**src/common/dwsc_regs.svh**
```systemverilog
// Purpose: Register map, field positions, reset values and timing counts
//          of the discontinuous-receive wake sequencer.
// Assumes: A 40 MHz system clock.
// Notes:   Definitions only; included by bare name.
//
// Functional notes
// - When the off period ends in discontinuous mode, pull the wake line low.
// - Hold wake line low during CPU recovery; its end starts the RF settle count.
// - CPU recovery count loads from 8-bit register 0x6, in 120 us ticks.
// - CPU recovery register resets to zero; host programs it before using DISCONTINUOUS_RECEIVE.
// - RF settle start powers all selected modules except the peak detectors.
// - RF settle end releases wake line, enables data outputs and peak detectors.
// - If host leaves wake line high, stay powered down and restart off period; the code powers the modules in ON until it sees the rise.
// - A high wake line in discontinuous mode restarts the sequence at off period.
// - RF settle count is 16 bits, upper at 0x7, lower at 0x8, 120 us ticks.
// - Both RF settle registers reset to zero; host programs them before use.
// - Power enable bits 7..1 enable modules; bit 0 selects deep sleep; reset 0.
// - Configuration bit 0 selects discontinuous (1) or continuous (0) receive.
// - Configuration bit 6 sets LNA gain, resets to 1; manual gain via AGC.
// - Configuration bit 5 selects accurate (1) or quick (0) frequency cal.
// - Configuration bits 4 and 3 turn data pins into serial read outputs.
// - Configuration bits 2 and 1 are the off-period tick prescale code.
// - Control bit 6 freezes the LNA gain in its present state.
// - Control bits 3 and 2 put the peak detectors into tracking mode.
// - Control bit 1 starts polling timer calibration; clears itself when done.
// - Control bit 0 starts frequency calibration; clears itself when done.
// - A serial write of word 0x3000 resets the device registers.
// - Status bits 1 and 0 read 1 once the matching calibration has completed.
// - Off-period count is 16 bits at 0x4 and 0x5, scaled by the prescale tick.
`ifndef DWSC_REGS_SVH
`define DWSC_REGS_SVH

`define DWSC_ADDR_POWER 4'h0
`define DWSC_ADDR_CONFIG 4'h1
`define DWSC_ADDR_CONTROL 4'h2
`define DWSC_ADDR_OSC 4'h3
`define DWSC_ADDR_OFF_HI 4'h4
`define DWSC_ADDR_OFF_LO 4'h5
`define DWSC_ADDR_CPU 4'h6
`define DWSC_ADDR_RF_HI 4'h7
`define DWSC_ADDR_RF_LO 4'h8
`define DWSC_ADDR_STATUS 4'h9

`define DWSC_RST_POWER 8'h00
`define DWSC_RST_CONFIG 8'h40
`define DWSC_RST_CONTROL 8'h00
`define DWSC_RST_ZERO 8'h00

`define DWSC_CFG_GAIN 6
`define DWSC_CFG_ACCCAL 5
`define DWSC_CFG_FOUT 4
`define DWSC_CFG_AOUT 3
`define DWSC_CFG_PS_HI 2
`define DWSC_CFG_PS_LO 1
`define DWSC_CFG_DRX 0
`define DWSC_CTL_FREEZE 6
`define DWSC_CTL_FTRK 3
`define DWSC_CTL_ATRK 2
`define DWSC_CTL_PCAL 1
`define DWSC_CTL_FCAL 0
`define DWSC_PWR_SLEEP 0
`define DWSC_ST_GAIN 6
`define DWSC_ST_PDONE 1
`define DWSC_ST_FDONE 0

`define DWSC_CMD_WRITE 4'h1
`define DWSC_CMD_READ 4'h2
`define DWSC_CMD_RESET 4'h3
`define DWSC_FRAME_BITS 5'd16
`define DWSC_HEAD_BITS 5'd8

`define DWSC_CLK_MHZ 40
`define DWSC_TICK_US 120
`define DWSC_TICK_CYCLES (`DWSC_TICK_US * `DWSC_CLK_MHZ)
`define DWSC_QCAL_CYCLES 2000
`define DWSC_ACAL_CYCLES 16000
`define DWSC_PCAL_CYCLES 8000

`endif

```
**src/common/dwsc_pkg.sv**
```systemverilog
// Purpose: Types shared by the wake sequencer design.
// Assumes: Nothing beyond SystemVerilog.
// Notes:   Numbers live in dwsc_regs.svh.
package dwsc_pkg;

  typedef enum logic [2:0] {
    DWSC_IDLE = 3'b000,
    DWSC_OFF = 3'b001,
    DWSC_CPU = 3'b010,
    DWSC_RF = 3'b011,
    DWSC_ON = 3'b100
  } dwsc_state_type;

  // Module power enables, most significant first as in the power register.
  typedef struct packed {
    logic low_noise_amp_on;
    logic auto_gain_on;
    logic mixer_on;
    logic freq_baseband_on;
    logic freq_peak_detect_on;
    logic amp_baseband_on;
    logic amp_peak_detect_on;
  } dwsc_power_type;

  typedef struct packed {
    logic gain_freeze;
    logic freq_detector_tracking;
    logic amp_detector_tracking;
    logic lna_gain_high;
    logic accurate_freq_cal_select;
  } dwsc_analog_ctl_type;

endpackage : dwsc_pkg

```
**src/rtl/dwsc_top.sv**
```systemverilog
// Purpose: Discontinuous-receive wake sequencer with its serial registers.
// Assumes: Serial clock well below the 40 MHz system clock.
// Notes:   The wake line doubles as the serial data line.
`timescale 1ns/1ps
`include "dwsc_regs.svh"

module dwsc_top #(
  parameter int TICK_CYCLES = `DWSC_TICK_CYCLES,
  parameter int QCAL_CYCLES = `DWSC_QCAL_CYCLES,
  parameter int ACAL_CYCLES = `DWSC_ACAL_CYCLES,
  parameter int PCAL_CYCLES = `DWSC_PCAL_CYCLES
) (
  input wire logic clk_sys_in,
  input wire logic rst_in,
  input wire logic serial_clk_in,
  input wire logic chip_select_n_in,
  input wire logic wake_handshake_line_in,
  output logic wake_handshake_line_out,
  output logic wake_handshake_line_oe_out,
  input wire logic amp_demod_in,
  input wire logic freq_demod_in,
  input wire logic agc_gain_high_in,
  output logic amplitude_data_pin_out,
  output logic amplitude_data_pin_oe_out,
  output logic frequency_data_pin_out,
  output logic frequency_data_pin_oe_out,
  output dwsc_pkg::dwsc_power_type power_out,
  output logic deep_sleep_out,
  output dwsc_pkg::dwsc_analog_ctl_type analog_ctl_out,
  output logic [7:0] osc_freq_out
);
  import dwsc_pkg::*;

  // ****************************************************************
  // Pin synchronisers
  // ****************************************************************
  // Index 0 serial clock, 1 chip select, 2 wake line.
  logic [2:0] pin_raw;
  logic [2:0] sync1_q;
  logic [2:0] sync2_q;
  logic [2:0] sync3_q;
  logic [2:0] stab_q;
  logic [2:0] pin_chg;

  assign pin_raw = {wake_handshake_line_in, chip_select_n_in, serial_clk_in};

  genvar gi;
  generate
    for (gi = 0; gi < 3; gi++) begin : g_sync
      assign pin_chg[gi] = (sync2_q[gi] == sync3_q[gi]) &&
                           (sync3_q[gi] != stab_q[gi]);
      always_ff @(posedge clk_sys_in or posedge rst_in) begin
        if (rst_in) begin
          sync1_q[gi] <= 1'b1;
          sync2_q[gi] <= 1'b1;
          sync3_q[gi] <= 1'b1;
          stab_q[gi] <= 1'b1;
        end else begin
          sync1_q[gi] <= pin_raw[gi];
          sync2_q[gi] <= sync1_q[gi];
          sync3_q[gi] <= sync2_q[gi];
          if (pin_chg[gi]) begin
            stab_q[gi] <= sync3_q[gi];
          end
        end
      end
    end
  endgenerate

  logic sclk_rise;
  logic sclk_fall;
  logic cs_fall;
  logic cs_rise;
  logic wake_rise;
  assign sclk_rise = pin_chg[0] & sync3_q[0];
  assign sclk_fall = pin_chg[0] & ~sync3_q[0];
  assign cs_rise = pin_chg[1] & sync3_q[1];
  assign cs_fall = pin_chg[1] & ~sync3_q[1];
  assign wake_rise = pin_chg[2] & sync3_q[2];

  // ****************************************************************
  // Serial slave
  // ****************************************************************
  logic [15:0] sh_q;
  logic [4:0] bits_q;
  logic rd_act_q;
  logic [7:0] rd_sh_q;
  logic rd_bit_q;
  logic wr_stb;
  logic soft_rst;
  logic [7:0] rd_data;

  logic [7:0] power_q;
  logic [7:0] config_q;
  logic [7:0] control_q;
  logic [7:0] osc_q;
  logic [7:0] off_hi_q;
  logic [7:0] off_lo_q;
  logic [7:0] cpu_q;
  logic [7:0] rf_hi_q;
  logic [7:0] rf_lo_q;
  logic pdone_q;
  logic fdone_q;
  logic gain_q;

  // A frame counts once sixteen bits have arrived before release; any later bits are not shifted in.
  assign wr_stb = cs_rise && (bits_q == `DWSC_FRAME_BITS) &&
                  (sh_q[15:12] == `DWSC_CMD_WRITE);
  assign soft_rst = cs_rise && (bits_q == `DWSC_FRAME_BITS) &&
                    (sh_q == 16'h3000);

  always_comb begin
    unique case (sh_q[3:0])
      `DWSC_ADDR_POWER: rd_data = power_q;
      `DWSC_ADDR_CONFIG: rd_data = config_q;
      `DWSC_ADDR_CONTROL: rd_data = control_q;
      `DWSC_ADDR_OSC: rd_data = osc_q;
      `DWSC_ADDR_OFF_HI: rd_data = off_hi_q;
      `DWSC_ADDR_OFF_LO: rd_data = off_lo_q;
      `DWSC_ADDR_CPU: rd_data = cpu_q;
      `DWSC_ADDR_RF_HI: rd_data = rf_hi_q;
      `DWSC_ADDR_RF_LO: rd_data = rf_lo_q;
      `DWSC_ADDR_STATUS: begin
        rd_data = 8'h00;
        rd_data[`DWSC_ST_GAIN] = gain_q;
        rd_data[`DWSC_ST_PDONE] = pdone_q;
        rd_data[`DWSC_ST_FDONE] = fdone_q;
      end
      default: rd_data = 8'h00;
    endcase
  end

  always_ff @(posedge clk_sys_in or posedge rst_in) begin
    if (rst_in) begin
      sh_q <= 16'h0000;
      bits_q <= 5'd0;
      rd_act_q <= 1'b0;
      rd_sh_q <= 8'h00;
      rd_bit_q <= 1'b0;
    end else if (cs_fall) begin
      bits_q <= 5'd0;
      rd_act_q <= 1'b0;
    end else if (cs_rise) begin
      rd_act_q <= 1'b0;
    end else if (!stab_q[1]) begin
      if (sclk_rise && bits_q != `DWSC_FRAME_BITS) begin
        sh_q <= {sh_q[14:0], stab_q[2]};
        bits_q <= bits_q + 5'd1;
      end
      // Header complete: the read answer goes out on the next eight bits.
      if (bits_q == `DWSC_HEAD_BITS && !rd_act_q &&
          sh_q[7:4] == `DWSC_CMD_READ) begin
        rd_act_q <= 1'b1;
        rd_sh_q <= rd_data;
      end
      if (sclk_fall && rd_act_q) begin
        rd_bit_q <= rd_sh_q[7];
        rd_sh_q <= {rd_sh_q[6:0], 1'b0};
      end
    end
  end

  // ****************************************************************
  // Registers
  // ****************************************************************
  logic [3:0] wr_addr;
  logic [7:0] wr_data;
  logic pcal_end;
  logic fcal_end;
  assign wr_addr = sh_q[11:8];
  assign wr_data = sh_q[7:0];

  always_ff @(posedge clk_sys_in or posedge rst_in) begin
    if (rst_in) begin
      power_q <= `DWSC_RST_POWER;
      config_q <= `DWSC_RST_CONFIG;
      osc_q <= `DWSC_RST_ZERO;
      off_hi_q <= `DWSC_RST_ZERO;
      off_lo_q <= `DWSC_RST_ZERO;
      cpu_q <= `DWSC_RST_ZERO;
      rf_hi_q <= `DWSC_RST_ZERO;
      rf_lo_q <= `DWSC_RST_ZERO;
    end else if (soft_rst) begin
      power_q <= `DWSC_RST_POWER;
      config_q <= `DWSC_RST_CONFIG;
      osc_q <= `DWSC_RST_ZERO;
      off_hi_q <= `DWSC_RST_ZERO;
      off_lo_q <= `DWSC_RST_ZERO;
      cpu_q <= `DWSC_RST_ZERO;
      rf_hi_q <= `DWSC_RST_ZERO;
      rf_lo_q <= `DWSC_RST_ZERO;
    end else if (wr_stb) begin
      unique case (wr_addr)
        `DWSC_ADDR_POWER: power_q <= wr_data;
        `DWSC_ADDR_CONFIG: config_q <= wr_data;
        `DWSC_ADDR_OSC: osc_q <= wr_data;
        `DWSC_ADDR_OFF_HI: off_hi_q <= wr_data;
        `DWSC_ADDR_OFF_LO: off_lo_q <= wr_data;
        `DWSC_ADDR_CPU: cpu_q <= wr_data;
        `DWSC_ADDR_RF_HI: rf_hi_q <= wr_data;
        `DWSC_ADDR_RF_LO: rf_lo_q <= wr_data;
        default: ;
      endcase
    end
  end

  // A fresh start written in the finishing cycle wins over the self-clear.
  always_ff @(posedge clk_sys_in or posedge rst_in) begin
    if (rst_in) begin
      control_q <= `DWSC_RST_CONTROL;
    end else if (soft_rst) begin
      control_q <= `DWSC_RST_CONTROL;
    end else if (wr_stb && wr_addr == `DWSC_ADDR_CONTROL) begin
      control_q <= wr_data;
    end else begin
      if (pcal_end) begin
        control_q[`DWSC_CTL_PCAL] <= 1'b0;
      end
      if (fcal_end) begin
        control_q[`DWSC_CTL_FCAL] <= 1'b0;
      end
    end
  end

  // ****************************************************************
  // Calibration engines
  // ****************************************************************
  logic [15:0] pcal_cnt_q;
  logic [15:0] fcal_cnt_q;
  logic pcal_run_q;
  logic fcal_run_q;
  assign pcal_end = pcal_run_q && pcal_cnt_q == 16'h0000;
  assign fcal_end = fcal_run_q && fcal_cnt_q == 16'h0000;

  always_ff @(posedge clk_sys_in or posedge rst_in) begin
    if (rst_in) begin
      pcal_run_q <= 1'b0;
      pcal_cnt_q <= 16'h0000;
      pdone_q <= 1'b0;
    end else if (soft_rst) begin
      pcal_run_q <= 1'b0;
      pdone_q <= 1'b0;
    end else if (control_q[`DWSC_CTL_PCAL] && !pcal_run_q) begin
      pcal_run_q <= 1'b1;
      pcal_cnt_q <= 16'(PCAL_CYCLES - 1);
      pdone_q <= 1'b0;
    end else if (pcal_end) begin
      pcal_run_q <= 1'b0;
      pdone_q <= 1'b1;
    end else if (pcal_run_q) begin
      pcal_cnt_q <= pcal_cnt_q - 16'h0001;
    end
  end

  always_ff @(posedge clk_sys_in or posedge rst_in) begin
    if (rst_in) begin
      fcal_run_q <= 1'b0;
      fcal_cnt_q <= 16'h0000;
      fdone_q <= 1'b0;
    end else if (soft_rst) begin
      fcal_run_q <= 1'b0;
      fdone_q <= 1'b0;
    end else if (control_q[`DWSC_CTL_FCAL] && !fcal_run_q) begin
      fcal_run_q <= 1'b1;
      fdone_q <= 1'b0;
      if (config_q[`DWSC_CFG_ACCCAL]) begin
        fcal_cnt_q <= 16'(ACAL_CYCLES - 1);
      end else begin
        fcal_cnt_q <= 16'(QCAL_CYCLES - 1);
      end
    end else if (fcal_end) begin
      fcal_run_q <= 1'b0;
      fdone_q <= 1'b1;
    end else if (fcal_run_q) begin
      fcal_cnt_q <= fcal_cnt_q - 16'h0001;
    end
  end

  // ****************************************************************
  // Tick divider and wake sequence
  // ****************************************************************
  dwsc_state_type state_q;
  logic [21:0] cnt_q;
  logic [12:0] div_q;
  logic restart_q;
  logic tick;
  logic drx_on;
  logic [21:0] off_ticks;
  logic [15:0] off_val;

  assign drx_on = config_q[`DWSC_CFG_DRX];
  assign off_val = {off_hi_q, off_lo_q};
  // Prescale codes give 1, 4, 16 or 64 base ticks per count.
  assign off_ticks = 22'({off_val, 6'b000000} >> (6 -
    2 * {config_q[`DWSC_CFG_PS_HI], config_q[`DWSC_CFG_PS_LO]}));
  assign tick = (div_q == 13'(TICK_CYCLES - 1));

  // The divider restarts one cycle into the off, recovery and settle phases, so the first tick is a full one unless a tick falls in that cycle.
  always_ff @(posedge clk_sys_in or posedge rst_in) begin
    if (rst_in) begin
      div_q <= 13'd0;
    end else if (restart_q || tick) begin
      div_q <= 13'd0;
    end else begin
      div_q <= div_q + 13'd1;
    end
  end

  always_ff @(posedge clk_sys_in or posedge rst_in) begin
    if (rst_in) begin
      state_q <= DWSC_IDLE;
      cnt_q <= 22'd0;
      restart_q <= 1'b0;
    end else begin
      restart_q <= 1'b0;
      if (!drx_on) begin
        state_q <= DWSC_IDLE;
      end else begin
        unique case (state_q)
          DWSC_IDLE: begin
            state_q <= DWSC_OFF;
            cnt_q <= off_ticks;
            restart_q <= 1'b1;
          end
          DWSC_OFF: begin
            if (cnt_q == 22'd0) begin
              state_q <= DWSC_CPU;
              cnt_q <= {14'd0, cpu_q};
              restart_q <= 1'b1;
            end else if (tick) begin
              cnt_q <= cnt_q - 22'd1;
            end
          end
          DWSC_CPU: begin
            if (cnt_q == 22'd0) begin
              state_q <= DWSC_RF;
              cnt_q <= {6'd0, rf_hi_q, rf_lo_q};
              restart_q <= 1'b1;
            end else if (tick) begin
              cnt_q <= cnt_q - 22'd1;
            end
          end
          DWSC_RF: begin
            if (cnt_q == 22'd0) begin
              state_q <= DWSC_ON;
            end else if (tick) begin
              cnt_q <= cnt_q - 22'd1;
            end
          end
          DWSC_ON: begin
            // A host that lets the line rise sends the device back to sleep.
            if (wake_rise) begin
              state_q <= DWSC_OFF;
              cnt_q <= off_ticks;
              restart_q <= 1'b1;
            end
          end
          default: state_q <= DWSC_IDLE;
        endcase
      end
    end
  end

  // ****************************************************************
  // Outputs
  // ****************************************************************
  logic drive_low;
  logic awake;
  logic fpin_rd;
  logic apin_rd;
  assign drive_low = (state_q == DWSC_CPU) || (state_q == DWSC_RF);
  assign awake = (state_q == DWSC_IDLE) || (state_q == DWSC_ON);
  assign fpin_rd = rd_act_q && config_q[`DWSC_CFG_FOUT];
  assign apin_rd = rd_act_q && config_q[`DWSC_CFG_AOUT];

  always_ff @(posedge clk_sys_in or posedge rst_in) begin
    if (rst_in) begin
      wake_handshake_line_out <= 1'b0;
      wake_handshake_line_oe_out <= 1'b0;
    end else if (drive_low) begin
      wake_handshake_line_out <= 1'b0;
      wake_handshake_line_oe_out <= 1'b1;
    end else begin
      wake_handshake_line_out <= rd_bit_q;
      wake_handshake_line_oe_out <= rd_act_q && !fpin_rd && !apin_rd;
    end
  end

  always_ff @(posedge clk_sys_in or posedge rst_in) begin
    if (rst_in) begin
      amplitude_data_pin_out <= 1'b0;
      amplitude_data_pin_oe_out <= 1'b0;
      frequency_data_pin_out <= 1'b0;
      frequency_data_pin_oe_out <= 1'b0;
    end else begin
      amplitude_data_pin_out <= apin_rd ? rd_bit_q : amp_demod_in;
      frequency_data_pin_out <= fpin_rd ? rd_bit_q : freq_demod_in;
      amplitude_data_pin_oe_out <= apin_rd || awake;
      frequency_data_pin_oe_out <= fpin_rd || awake;
    end
  end

  // Peak detectors stay off through the settle phase to spare their caps.
  always_ff @(posedge clk_sys_in or posedge rst_in) begin
    if (rst_in) begin
      power_out <= '0;
      deep_sleep_out <= 1'b0;
    end else begin
      deep_sleep_out <= power_q[`DWSC_PWR_SLEEP];
      if (power_q[`DWSC_PWR_SLEEP] || !(awake || state_q == DWSC_RF)) begin
        power_out <= '0;
      end else if (state_q == DWSC_RF) begin
        power_out <= power_q[7:1] & 7'b1111010;
      end else begin
        power_out <= power_q[7:1];
      end
    end
  end

  // With the gain frozen nothing moves it; the AGC steers it when running.
  always_ff @(posedge clk_sys_in or posedge rst_in) begin
    if (rst_in) begin
      gain_q <= 1'b1;
    end else if (control_q[`DWSC_CTL_FREEZE]) begin
      gain_q <= gain_q;
    end else if (soft_rst) begin
      gain_q <= 1'b1;
    end else if (wr_stb && wr_addr == `DWSC_ADDR_CONFIG) begin
      gain_q <= wr_data[`DWSC_CFG_GAIN];
    end else if (power_q[6]) begin
      gain_q <= agc_gain_high_in;
    end
  end

  always_ff @(posedge clk_sys_in or posedge rst_in) begin
    if (rst_in) begin
      analog_ctl_out <= '0;
      osc_freq_out <= 8'h00;
    end else begin
      analog_ctl_out.gain_freeze <= control_q[`DWSC_CTL_FREEZE];
      analog_ctl_out.freq_detector_tracking <=
        control_q[`DWSC_CTL_FTRK];
      analog_ctl_out.amp_detector_tracking <=
        control_q[`DWSC_CTL_ATRK];
      analog_ctl_out.lna_gain_high <= gain_q;
      analog_ctl_out.accurate_freq_cal_select <=
        config_q[`DWSC_CFG_ACCCAL];
      osc_freq_out <= osc_q;
    end
  end

endmodule // dwsc_top

```
**config.mk**
```make
export PLATFORM = sky130hd
export DESIGN_NAME = dwsc_top
export DESIGN_NICKNAME = d
export VERILOG_FILES = /design/src/common/dwsc_pkg.sv /design/src/rtl/dwsc_top.sv
export VERILOG_INCLUDE_DIRS = /design/src /design/src/common
export SDC_FILE = /design/constraint.sdc
export NUM_CORES = 1
export LEC_CHECK = 0
export ABC_CLOCK_PERIOD_IN_PS = 12900
export BUFFER_PORTS_ARGS = -buffer_cell sky130_fd_sc_hd__buf_2
export CAP_MARGIN = 20
export CORE_UTILIZATION = 37
export CTS_BUF_LIST = sky130_fd_sc_hd__clkbuf_8
export DETAILED_ROUTE_END_ITERATION = 8
export SLEW_MARGIN = 20
export SYNTH_ARGS = -nofsm -noshare
export SYNTH_HDL_FRONTEND = slang
export SYNTH_SLANG_ARGS = --single-unit
```
**constraint.sdc**
```tcl
create_clock -name clk_sys_in -period 12.9 [get_ports clk_sys_in]
set_input_delay 0.645 -clock clk_sys_in [delete_from_list [all_inputs] [get_ports clk_sys_in]]
set_output_delay 0.645 -clock clk_sys_in [all_outputs]
set_load 0.05 [all_outputs]
```
After elaboration in Yosys (flattened, before gate mapping)
Index checks and enable logic that the tools add are counted.
{"block": "word_totals", "register_bits": 218, "inputBits": 8, "word_cells": 285}
{"block": "classes", "n_addsub": 6, "eq_ne": 45, "shift": 1, "muxes": 83, "n_bitwise": 12, "reduce_logical": 79}
{"op": "two-way mux 8 bit", "count": 27}
{"op": "two-way mux 22 bit", "count": 5}
{"op": "case mux 22 bit (5 select lines)", "count": 1}
{"op": "two-way mux 16 bit", "count": 6}
{"op": "case mux 8 bit (10 select lines)", "count": 1}
{"op": "equality test 4 x 3 -> 1 bit (second input constant)", "count": 8}
{"op": "logical NOT 16 bit", "count": 2}
{"op": ">> shifter 22 x 32 -> 22 bit", "count": 1}
{"op": "subtractor 16 x 1 -> 16 bit (second input constant)", "count": 2}
{"op": "nonzero test 2 bit", "count": 14}
{"op": "two-way mux 1 bit", "count": 26}
{"op": "logical NOT 22 bit", "count": 1}
{"op": "subtractor 22 x 1 -> 22 bit (second input constant)", "count": 1}
{"op": "equality test 4 x 2 -> 1 bit (second input constant)", "count": 5}
{"op": "logical AND 1 bit", "count": 20}
{"op": "two-way mux 5 bit", "count": 4}
{"op": "AND reduction 2 bit", "count": 10}
{"op": "AND reduction 4 bit", "count": 5}
{"op": "two-way mux 3 bit", "count": 6}
{"op": "nonzero test 3 bit", "count": 6}
{"op": "equality test 16 x 14 -> 1 bit (second input constant)", "count": 1}
{"op": "case mux 3 bit (5 select lines)", "count": 1}
{"op": "two-way mux 14 bit", "count": 1}
{"op": "adder 13 x 1 -> 13 bit (second input constant)", "count": 1}
{"op": "31 further kinds", "count": 71}

Logic depth before layout (Yosys ltp)
Gate-level depths: netlist (run 1).
{"block": "logic_depth", "depth_word": 8, "depth_mapped": 9, "depth_no_buf": 8}

Worst setup path after synthesis (run 1)
Ideal clock, no wire load.
{"block": "synth_path", "kind": "reg-to-reg", "from": "register bits_q[0]", "to": "register pcal_cnt_q[2]", "setup_time_ps": 122, "t_arrival_ps": 2203, "required_time_ps": 12778, "slack_ps": 10575, "stages_incl_launch_ff": 10, "synth_period_minus_slack_ps": 2325, "path_cell_list": "dfrtp_1 > inv_1 > ha_1 > nand4bb_1 > or4_1 > nor4_4 > buf_2 > nor3_1 > xnor2_1 > nand2_1"}
{"block": "synth_via", "elab_chain_len": 5}
{"element": "start: declaration", "line_no": "dwsc_top.sv:85", "source": "logic [4:0] bits_q;"}
{"element": "start signal: assignment", "line_no": "dwsc_top.sv:148", "source": "bits_q <= bits_q + 5'd1;"}
{"element": "equality test 5 bit (no source line)"}
{"element": "logical AND 1 bit (2 in a row)", "line_no": "dwsc_top.sv:109", "source": "assign soft_rst = cs_rise && (bits_q == `DWSC_FRAME_BITS) &&"}
{"element": "NOT 1 bit (no source line)"}
{"element": "AND reduction 3 bit (no source line)"}
{"element": "end signal: assignment", "line_no": "dwsc_top.sv:245", "source": "pcal_cnt_q <= 16'(PCAL_CYCLES - 1);"}
{"element": "end signal: assignment", "line_no": "dwsc_top.sv:251", "source": "pcal_cnt_q <= pcal_cnt_q - 16'h0001;"}
{"element": "end: declaration", "line_no": "dwsc_top.sv:228", "source": "logic [15:0] pcal_cnt_q;"}
No other way between the ends.
A chain may end at the register's enable or synchronous reset.

Worst setup path after layout (run 1)
{"block": "layout_path", "from": "register sh_q[1]", "to": "register power_q[4]"}
{"block": "layout_via", "elab_chain_len": 4, "word_cells_on_any_way": 6, "classes_between": "1 x eq/ne; 1 x mux; 4 x reduce/logical"}
{"element": "start: declaration", "line_no": "dwsc_top.sv:84", "source": "logic [15:0] sh_q;"}
{"element": "start signal: assignment", "line_no": "dwsc_top.sv:147", "source": "sh_q <= {sh_q[14:0], stab_q[2]};"}
{"element": "equality test 16 x 14 -> 1 bit (*)", "line_no": "dwsc_top.sv:110", "source": "(sh_q == 16'h3000);"}
{"element": "logical AND 1 bit (*)", "line_no": "dwsc_top.sv:109"}
{"element": "nonzero test 2 bit (no source line)"}
{"element": "AND reduction 2 bit (no source line)"}
{"element": "end signal: assignment", "line_no": "dwsc_top.sv:175", "source": "power_q <= `DWSC_RST_POWER;"}
{"element": "end signal: assignment", "line_no": "dwsc_top.sv:184", "source": "power_q <= `DWSC_RST_POWER;"}
{"element": "end signal: assignment", "line_no": "dwsc_top.sv:194", "source": "`DWSC_ADDR_POWER: power_q <= wr_data;"}
{"element": "end: declaration", "line_no": "dwsc_top.sv:93", "source": "logic [7:0] power_q;"}
Every way passes the cells marked *; elsewhere a longest branch is shown, timed or not.

==> impl_results.md, run 1 <==
- Crit-path cells: buf_4 > nor4_2 > nand4_1 > or4_2 > nand2_1 > nand2_1 > mux2_2
- Top-count cell post-synth: dfrtp_1
- DR WL/cell: 18.6 µm
- Initial core utilization: 0.376
- Worst path most repeated cell: nand2_1
- Tcrit/Tclk final: 0.244
- Max Cap Viol: 0
- Final ANT Viol Nets: 0
- Met2 Use GR: 0.323
- Slowest stage delay, CP: 0.82 ns
- Post-Layout Cell Count: ~1,600
- Routed vias/inst: approximately 5.6
- Pwr Density: between 100 and 150 mW/mm²
- Placed Cells: ~1,600
- Worst VDD drop: about 0.089 mV
- Drt first pass iters: 6
- Status: finished clean
- Fin crit period: ~3.2 ns
- Final setup viols: 0
- IO Port Bufs: 34
- Unrepaired setup endpoints after global routing: no
- Async SR Flop Fraction: 1.00
- Worst slack at placement: about 10 ns
- Type of origin of the critical path: flip-flop
- Met1 usage: 0.281
- Clk buf depth: 3
- Top cells by count, synth: 204 x dfrtp_1, 183 x nand2_1, 91 x nand3_1
- Row count: 63
- Sequential standard cell area: ~0.0055 mm²
- Initial antenna violation count: 0
- Total CTS buffers: 40
- Final Hold Fails: 0
- Reg2Reg Depth: 7
- Final Max Tran Viols: 0
- Share of layout cells above drive strength 1: 0.140
- Number of fill cells: just under 3,000
- Post-synth top area cell: dfrtp_1
- Synth Area per Inst: 9.43 µm²
- Ys flop type: dfrtp_1
- Worst skew pair latency: between 0.5 and 0.6 ns
- Worst setup margin: a little under 10 ns
- Clk pwr share: 0.445
- Die area: around 0.031 mm²
- Number of enable flip-flop cells after synthesis: 0
- Syn Inst Count: ~1,200
- Critical path peak fanout: 37
- Die Y: 176 µm
- Crit path depth: 7
- Post-CTS Setup Bufs: 0
- Power Internal: 1.10 mW
- Required time worst endpoint: roughly 13 ns
- Die X-Extent: 176 µm
- CTS Sinks: between 200 and 250
- Vias in the first global route: around 8,800
- Switching pwr: ~410 µW
- Initial DRC count: approximately 1,000
- Warning count from the yosys run: 0
- Global-route usage over all layers: 0.202
- First-pass GRT wire length: 49,700 µm
- Clock root buffer: clkbuf_8
- Overflow after GRT: 0
- Slew headroom: 0.306
- Synth Register Bits: approximately 220
- RD Place Congestion: ~0.87
- Hold crit path type: in2async
- Leak Pwr: 5.74 nW
- Via count: between 9,000 and 10,000
- Worst Max-Slew Pin Slew: roughly 1.0 ns
- CP max stage cell: or4_2
- Nets@finish: around 1,200
- Reg power frac: 0.466
- Wirelength, routed: slightly above 30,000 µm
- Top cell type's share of synthesized area: 0.458
- Logic gate share of total power: 0.089
- Critical path class: reg2reg
- Met3 Resource Use GR: 0.0327
- Unique masters post-synth: 82
- Worst path bufs/invs: 1
- Peak Freq: roughly 0.32 GHz
- Post-synthesis cell area: about 0.011 mm²
- P&R area growth vs syn: 11.5%
- Largest net degree at the start of global routing: just under 90
- Ant diodes: 0
- Clock transition at path regs: roughly 0.060 ns
- CP delay by family, top: simple AND/OR/NAND/NOR gates
- Critical Path AT: 3.59 ns
- Top Ports: 35
- Setup TNS: 0 ns
- Post-DP HPWL: 20,700 µm
- Sequential element share of the synthesized area: 0.490
- PostCTS Resize Cnt: 0
- Area occupied by multi-input gates: roughly 0.0053 mm²
- Post-route DRC: 0
- Grt peak-use layer: met2
- Syn nets: between 1,000 and 1,500
- Core Region: about 0.03 mm²
- Largest cells by area after synthesis: dfrtp_1 46%, nand2_1 6.2%, nand3_1 4.1%
- Hold buffers post-CTS: 0
- Htree depth: 2
- CP Capture Type: flip-flop
- Worst Clk Skew: between 0.01 and 0.015 ns
- Sw Share: 0.271
- CTS tree: yes
area by class of cell:
class | count | share of cell area
multi-input combinational | 875 | 0.428
sequential | 218 | 0.440
clock buffer | 50 | 0.0553
inverter | 23 | 0.00754
tap | 390 | 0.0392
clock inverter | 21 | 0.0104
timing repair buffer | 44 | 0.0197
placed cells by master, fill, tap and decap left out, types with 16 or more instances in the layout:
master / netlist / final
a21oi_1: 32 / 32
a22o_1: 21 / 21
a22oi_1: 18 / 18
a31oi_1: 18 / 18
and3_1: 16 / 16
buf_2: 19 / 34
clkbuf_8: 0 / 50
dfrtp_1: 204 / 204
inv_1: 22 / 34
mux2_2: 29 / 29
mux2i_1: 34 / 34
nand2_1: 183 / 183
nand3_1: 91 / 91
nor2_1: 74 / 74
nor2b_1: 19 / 19
nor3_1: 47 / 46
o21ai_0: 72 / 72
xor2_1: 16 / 16
logic make-up (layout without fill, tap and decap cells):
kind of cell	count (synthesis)	in the layout	share of synthesized area
multiplexers	63	63	0.0598
XOR/XNOR	30	30	0.0235
AO/OA/AOI/OAI	235	235	0.139
adder cells (fa/ha/maj)	9	9	0.00964
buffers and inverters	90	138	0.0332
flip-flops	218	218	0.490
AND/OR/NAND/NOR	538	538	0.244
state kept, by name, indices dropped and copies added, names as in the netlist, 13 cells and up:
register / count
cnt_q: 22
sh_q: 16
fcal_cnt_q: 16
pcal_cnt_q: 16
div_q: 13
stage by stage:
step / power, mW / utilization / hold WS [ns] / instance area, µm²
final: 1.51 / 0.420 / 0.162 / 12400
after global routing: 1.58 / 0.420 / 0.168 / 12400
after CTS: 1.53 / 0.420 / 0.161 / 12400
after detailed placement: 0.847 / 0.392 / 0.348 / 11600
after global placement: 0.846 / 0.392 / 0.347 / 11600
after floorplan: 0.811 / - / 0.345 / 11200
power groups by stage:
stage	clock network [mW]	logic (mW)	registers, mW
6_report	0.672	0.134	0.704
5_1_grt	0.726	0.145	0.704
2_1_floorplan	0	0.0967	0.714
4_1_cts	0.693	0.132	0.704
3_3_place_gp	0	0.131	0.715
3_5_place_dp	0	0.131	0.716
worst reg2reg max path, cell delays in order, from the launching register on:
cell and delay (ns):
dfrtp_1 0.37, buf_4 0.27, nor4_2 0.65, nand4_1 0.16
or4_2 0.82, nand2_1 0.14, nand2_1 0.25, mux2_2 0.37
path summary, 6_finish.rpt:
check                      slack (ns)                         to                    from
max                              9.75     power_q[4]$_DFFE_PP0P_     sh_q[1]$_DFFE_PP0P_
min                              0.16  pcal_cnt_q[6]$_DFFE_PP0P_                  rst_in
max reg2reg                      9.75     power_q[4]$_DFFE_PP0P_     sh_q[1]$_DFFE_PP0P_
min reg2reg                      0.36       sync2_q[0]$_DFF_PP1_    sync1_q[0]$_DFF_PP1_
max in group asynchronous       11.42       cnt_q[9]$_DFFE_PP0P_                  rst_in
min in group clk_sys_in          0.19       sync1_q[2]$_DFF_PP1_  wake_handshake_line_in
routing by layer:
| layer | share of wire | wire length [µm] |
|---|---|---|
| met1 | 0.45 | 13600 |
| met2 | 0.47 | 14200 |
| met3 | 0.056 | 1680 |
| met4 | 0.026 | 772 |
| met5 | 0 | 0 |
Note: power is estimated with default switching activity, not from simulation.
==> run 2, diff against run 1 <==
ABC_CLOCK_PERIOD_IN_PS = 3000   (was 12900)
clock period = 3 ns   (was 12.9 ns; I/O delays follow)
==> impl_results.md, run 2 (synthesis results as in run 1) <==
- Largest register FFs: 22 (unchanged)
- Critical path class: reg2reg (unchanged)
- Wirelength, routed: 30,800 µm (was 30,200 µm)
- Final ANT Viol Nets: 0 (unchanged)
- Switching pwr: 1.75 mW (was 409 µW)
- Status: finished clean (unchanged)
- Commonest non-fill, non-tap cells in the layout: 204 x dfrtp_1, 183 x nand2_1, 91 x nand3_1, 74 x nor2_1, 72 x o21ai_0 (unchanged)
- Worst hold endpoint: gain_q$_DFFE_PP1P_
- Post-route DRC: 0 (unchanged)
- Crit path depth: 8 (was 7)
- Type of origin of the critical path: flip-flop (unchanged)
- RD Place Congestion: 0.932 (was 0.867)
- Worst skew pair latency: 0.57 ns (was 0.56 ns)
- Slew headroom: 0.307 (was 0.306)
- Fin crit period: 2.67 ns (was 3.15 ns)
- Crit-path cells: inv_1 > ha_1 > nand4bb_1 > or4_4 > nor3b_4 > and2_0 > nand2_1 > nand2_1 (was buf_4 > nor4_2 > nand4_1 > or4_2 > nand2_1 > nand2_1 > mux2_2)
- Clk buf depth: 3 (unchanged)
- CP Capture Type: flip-flop (unchanged)
- Drt first pass iters: 5 (was 6)
- Final setup viols: 0 (unchanged)
- Leak Pwr: 5.91 nW (was 5.74 nW)
- Total CTS buffers: 39 (was 40)
- Reg power frac: 0.474 (was 0.466)
- Initial DRC count: 767 (was 998)
- R2R Path End: cpu_q[1]$_DFFE_PP0P_ (was power_q[4]$_DFFE_PP0P_)
- Global-route usage over all layers: 0.202 (about the same)
- First-pass GRT wire length: 49,600 µm (was 49,700 µm)
- Critical path peak fanout: 8 (was 37)
- Peak Freq: 0.375 GHz (was 0.317 GHz)
- Vias in the first global route: 9,179 (was 8,758)
- HP Start: agc_gain_high_in
- Clk pwr share: 0.427 (was 0.445)
- Clock transition at path regs: 0.06 ns (about the same)
- Final Hold Fails: 0 (unchanged)
- Clock root buffer: clkbuf_8 (unchanged)
- Initial core utilization: 0.376 (unchanged)
- Hold crit path type: in2reg (was in2async)
- Worst VDD drop: 0.352 mV (was 0.0892 mV)
- Htree depth: 2 (unchanged)
- DR WL/cell: 18.6 µm (about the same)
- Most common cell after layout, fill and taps aside: dfrtp_1 (unchanged)
- Via count: 9,319 (was 9,096)
- Reg-to-reg slack, setup: 0.33 ns (was 9.75 ns)
- Row count: 63 (unchanged)
- Worst Max-Slew Pin Slew: 1.04 ns (about the same)
- Slowest stage delay, CP: 0.63 ns (was 0.82 ns)
- Overflow after GRT: 0 (unchanged)
- Worst path bufs/invs: 1 (unchanged)
- Required time worst endpoint: 3.47 ns (was 13.34 ns)
- Die Y: 176 µm (unchanged)
- Hold path depth: 4
- Critical path startpoint: bits_q[0]$_DFFE_PP0P_ (was sh_q[1]$_DFFE_PP0P_)
- Top Ports: 35 (unchanged)
- Logic gate share of total power: 0.099 (was 0.089)
- PostCTS Resize Cnt: 0 (unchanged)
- Worst Clk Skew: 0.0326 ns (was 0.0125 ns)
- Critical Path AT: 3.14 ns (was 3.59 ns)
- IO Port Bufs: 34 (unchanged)
- Sw Share: 0.275 (was 0.271)
- Min Hold Slack: 0.0544 ns (was 0.162 ns)
- Routed vias/inst: 5.61 (about the same)
- Worst path most repeated cell: nand2_1 (unchanged)
- Unrepaired setup endpoints after global routing: no (unchanged)
- Core Region: 0.0296 mm² (unchanged)
- Nets@finish: 1,256 (was 1,217)
- Setup TNS: 0 ns (unchanged)
- Die X-Extent: 176 µm (unchanged)
- Max Cap Viol: 0 (unchanged)
- Power Internal: 4.63 mW (was 1.10 mW)
- CTS tree: yes (unchanged)
- Die area: 0.0309 mm² (unchanged)
- Reg2Reg Depth: 8 (was 7)
- Final Max Tran Viols: 0 (unchanged)
- CTS Sinks: 218 (unchanged)
- Share of layout cells above drive strength 1: 0.161 (was 0.140)
- Initial antenna violation count: 0 (unchanged)
- CP delay by family, top: simple AND/OR/NAND/NOR gates (unchanged)
- Power after layout: 6.38 mW (was 1.51 mW)
- Reg-to-reg startpoint: bits_q[0]$_DFFE_PP0P_ (was sh_q[1]$_DFFE_PP0P_)
- P&R area growth vs syn: 14.0% (was 11.5%)
- Post-DP HPWL: 21,000 µm (was 20,700 µm)
- Number of fill cells: 2,936 (was 2,952)
- Ant diodes: 0 (unchanged)
- CP max stage cell: or4_4 (was or4_2)
- Largest reg by FF count: cnt_q (unchanged)
- Pwr Density: 502 mW/mm² (was 121 mW/mm²)
- Largest net degree at the start of global routing: 149 (was 87)
- Tcrit/Tclk final: 0.888 (was 0.244)
[run 2: changes by cell type in the layout (fill, tap and decap cells not counted), sizes merged]
| cell | delta |
|---|---|
| buf | +34 |
| bufinv | -1 |
| clkbuf | -2 |
| clkinv | +3 |
| clkinvlp | +2 |
| dlygate4sd3 | +6 |
| inv | -3 |
[run 2: worst register-to-register path, stage by stage, from the launching register on]
cell	delay, ns
dfrtp_1	0.42
inv_1	0.07
ha_1	0.16
nand4bb_1	0.24
or4_4	0.63
nor3b_4	0.47
and2_0	0.41
nand2_1	0.10
nand2_1	0.09
[run 2: worst max-delay path by stage]
stage          slack, ns                                  end
5_1_grt             0.02            fcal_cnt_q[3]$_DFFE_PP0P_
4_1_cts             0.33                 cpu_q[4]$_DFFE_PP0P_
2_1_floorplan       0.02  amplitude_data_pin_oe_out$_DFF_PP0_
6_report            0.33                 cpu_q[1]$_DFFE_PP0P_
3_5_place_dp        0.35                 cpu_q[4]$_DFFE_PP0P_
3_3_place_gp        0.38                 cnt_q[5]$_DFFE_PP0P_
[run 2: repair_timing]
action	CTS	global route
hold endpoints to repair	209	0
hold buffers	6	0
buffers inserted	0	0
[run 2: power groups by stage]
stage | Clock, mW | Combinational, mW | Sequential, mW
final | 2.73 | 0.632 | 3.02
after global routing | 2.94 | 0.679 | 3.03
after global placement | 0 | 0.619 | 3.07
after CTS | 2.81 | 0.632 | 3.02
after detailed placement | 0 | 0.623 | 3.07
after floorplan | 0 | 0.416 | 3.07
[run 2: layer usage]
| metal | up-vias | routed length (µm) | global-route usage |
|---|---|---|---|
| met5 | - | 0 | 0 |
| met4 | 0 | 995 | 0.0783 |
| met3 | 66 | 1610 | 0.0355 |
| met2 | 285 | 14600 | 0.330 |
| met1 | 4577 | 13600 | 0.266 |
| li1 | 4391 | - | - |
[run 2: layout make-up]
cell class                      count  area [µm²]  area share
Sequential cell                   218        5470       0.430
Multi-Input combinational cell    875        5320       0.418
Inverter                           23        90.1     0.00708
Clock buffer                       48         661      0.0519
Tap cell                          390         488      0.0384
Timing Repair Buffer               84         573      0.0451
Clock inverter                     22         111     0.00876
[run 2: metrics by stage]
stage,setup WS [ns],area (µm²),std cells,util
after floorplan,0.0213,11200,1183,-
after global placement,0.384,11900,1584,0.401
after detailed placement,0.355,11900,1584,0.401
after CTS,0.326,12700,1660,0.429
after global routing,0.0247,12700,1660,0.429
final,0.335,12700,1660,0.429
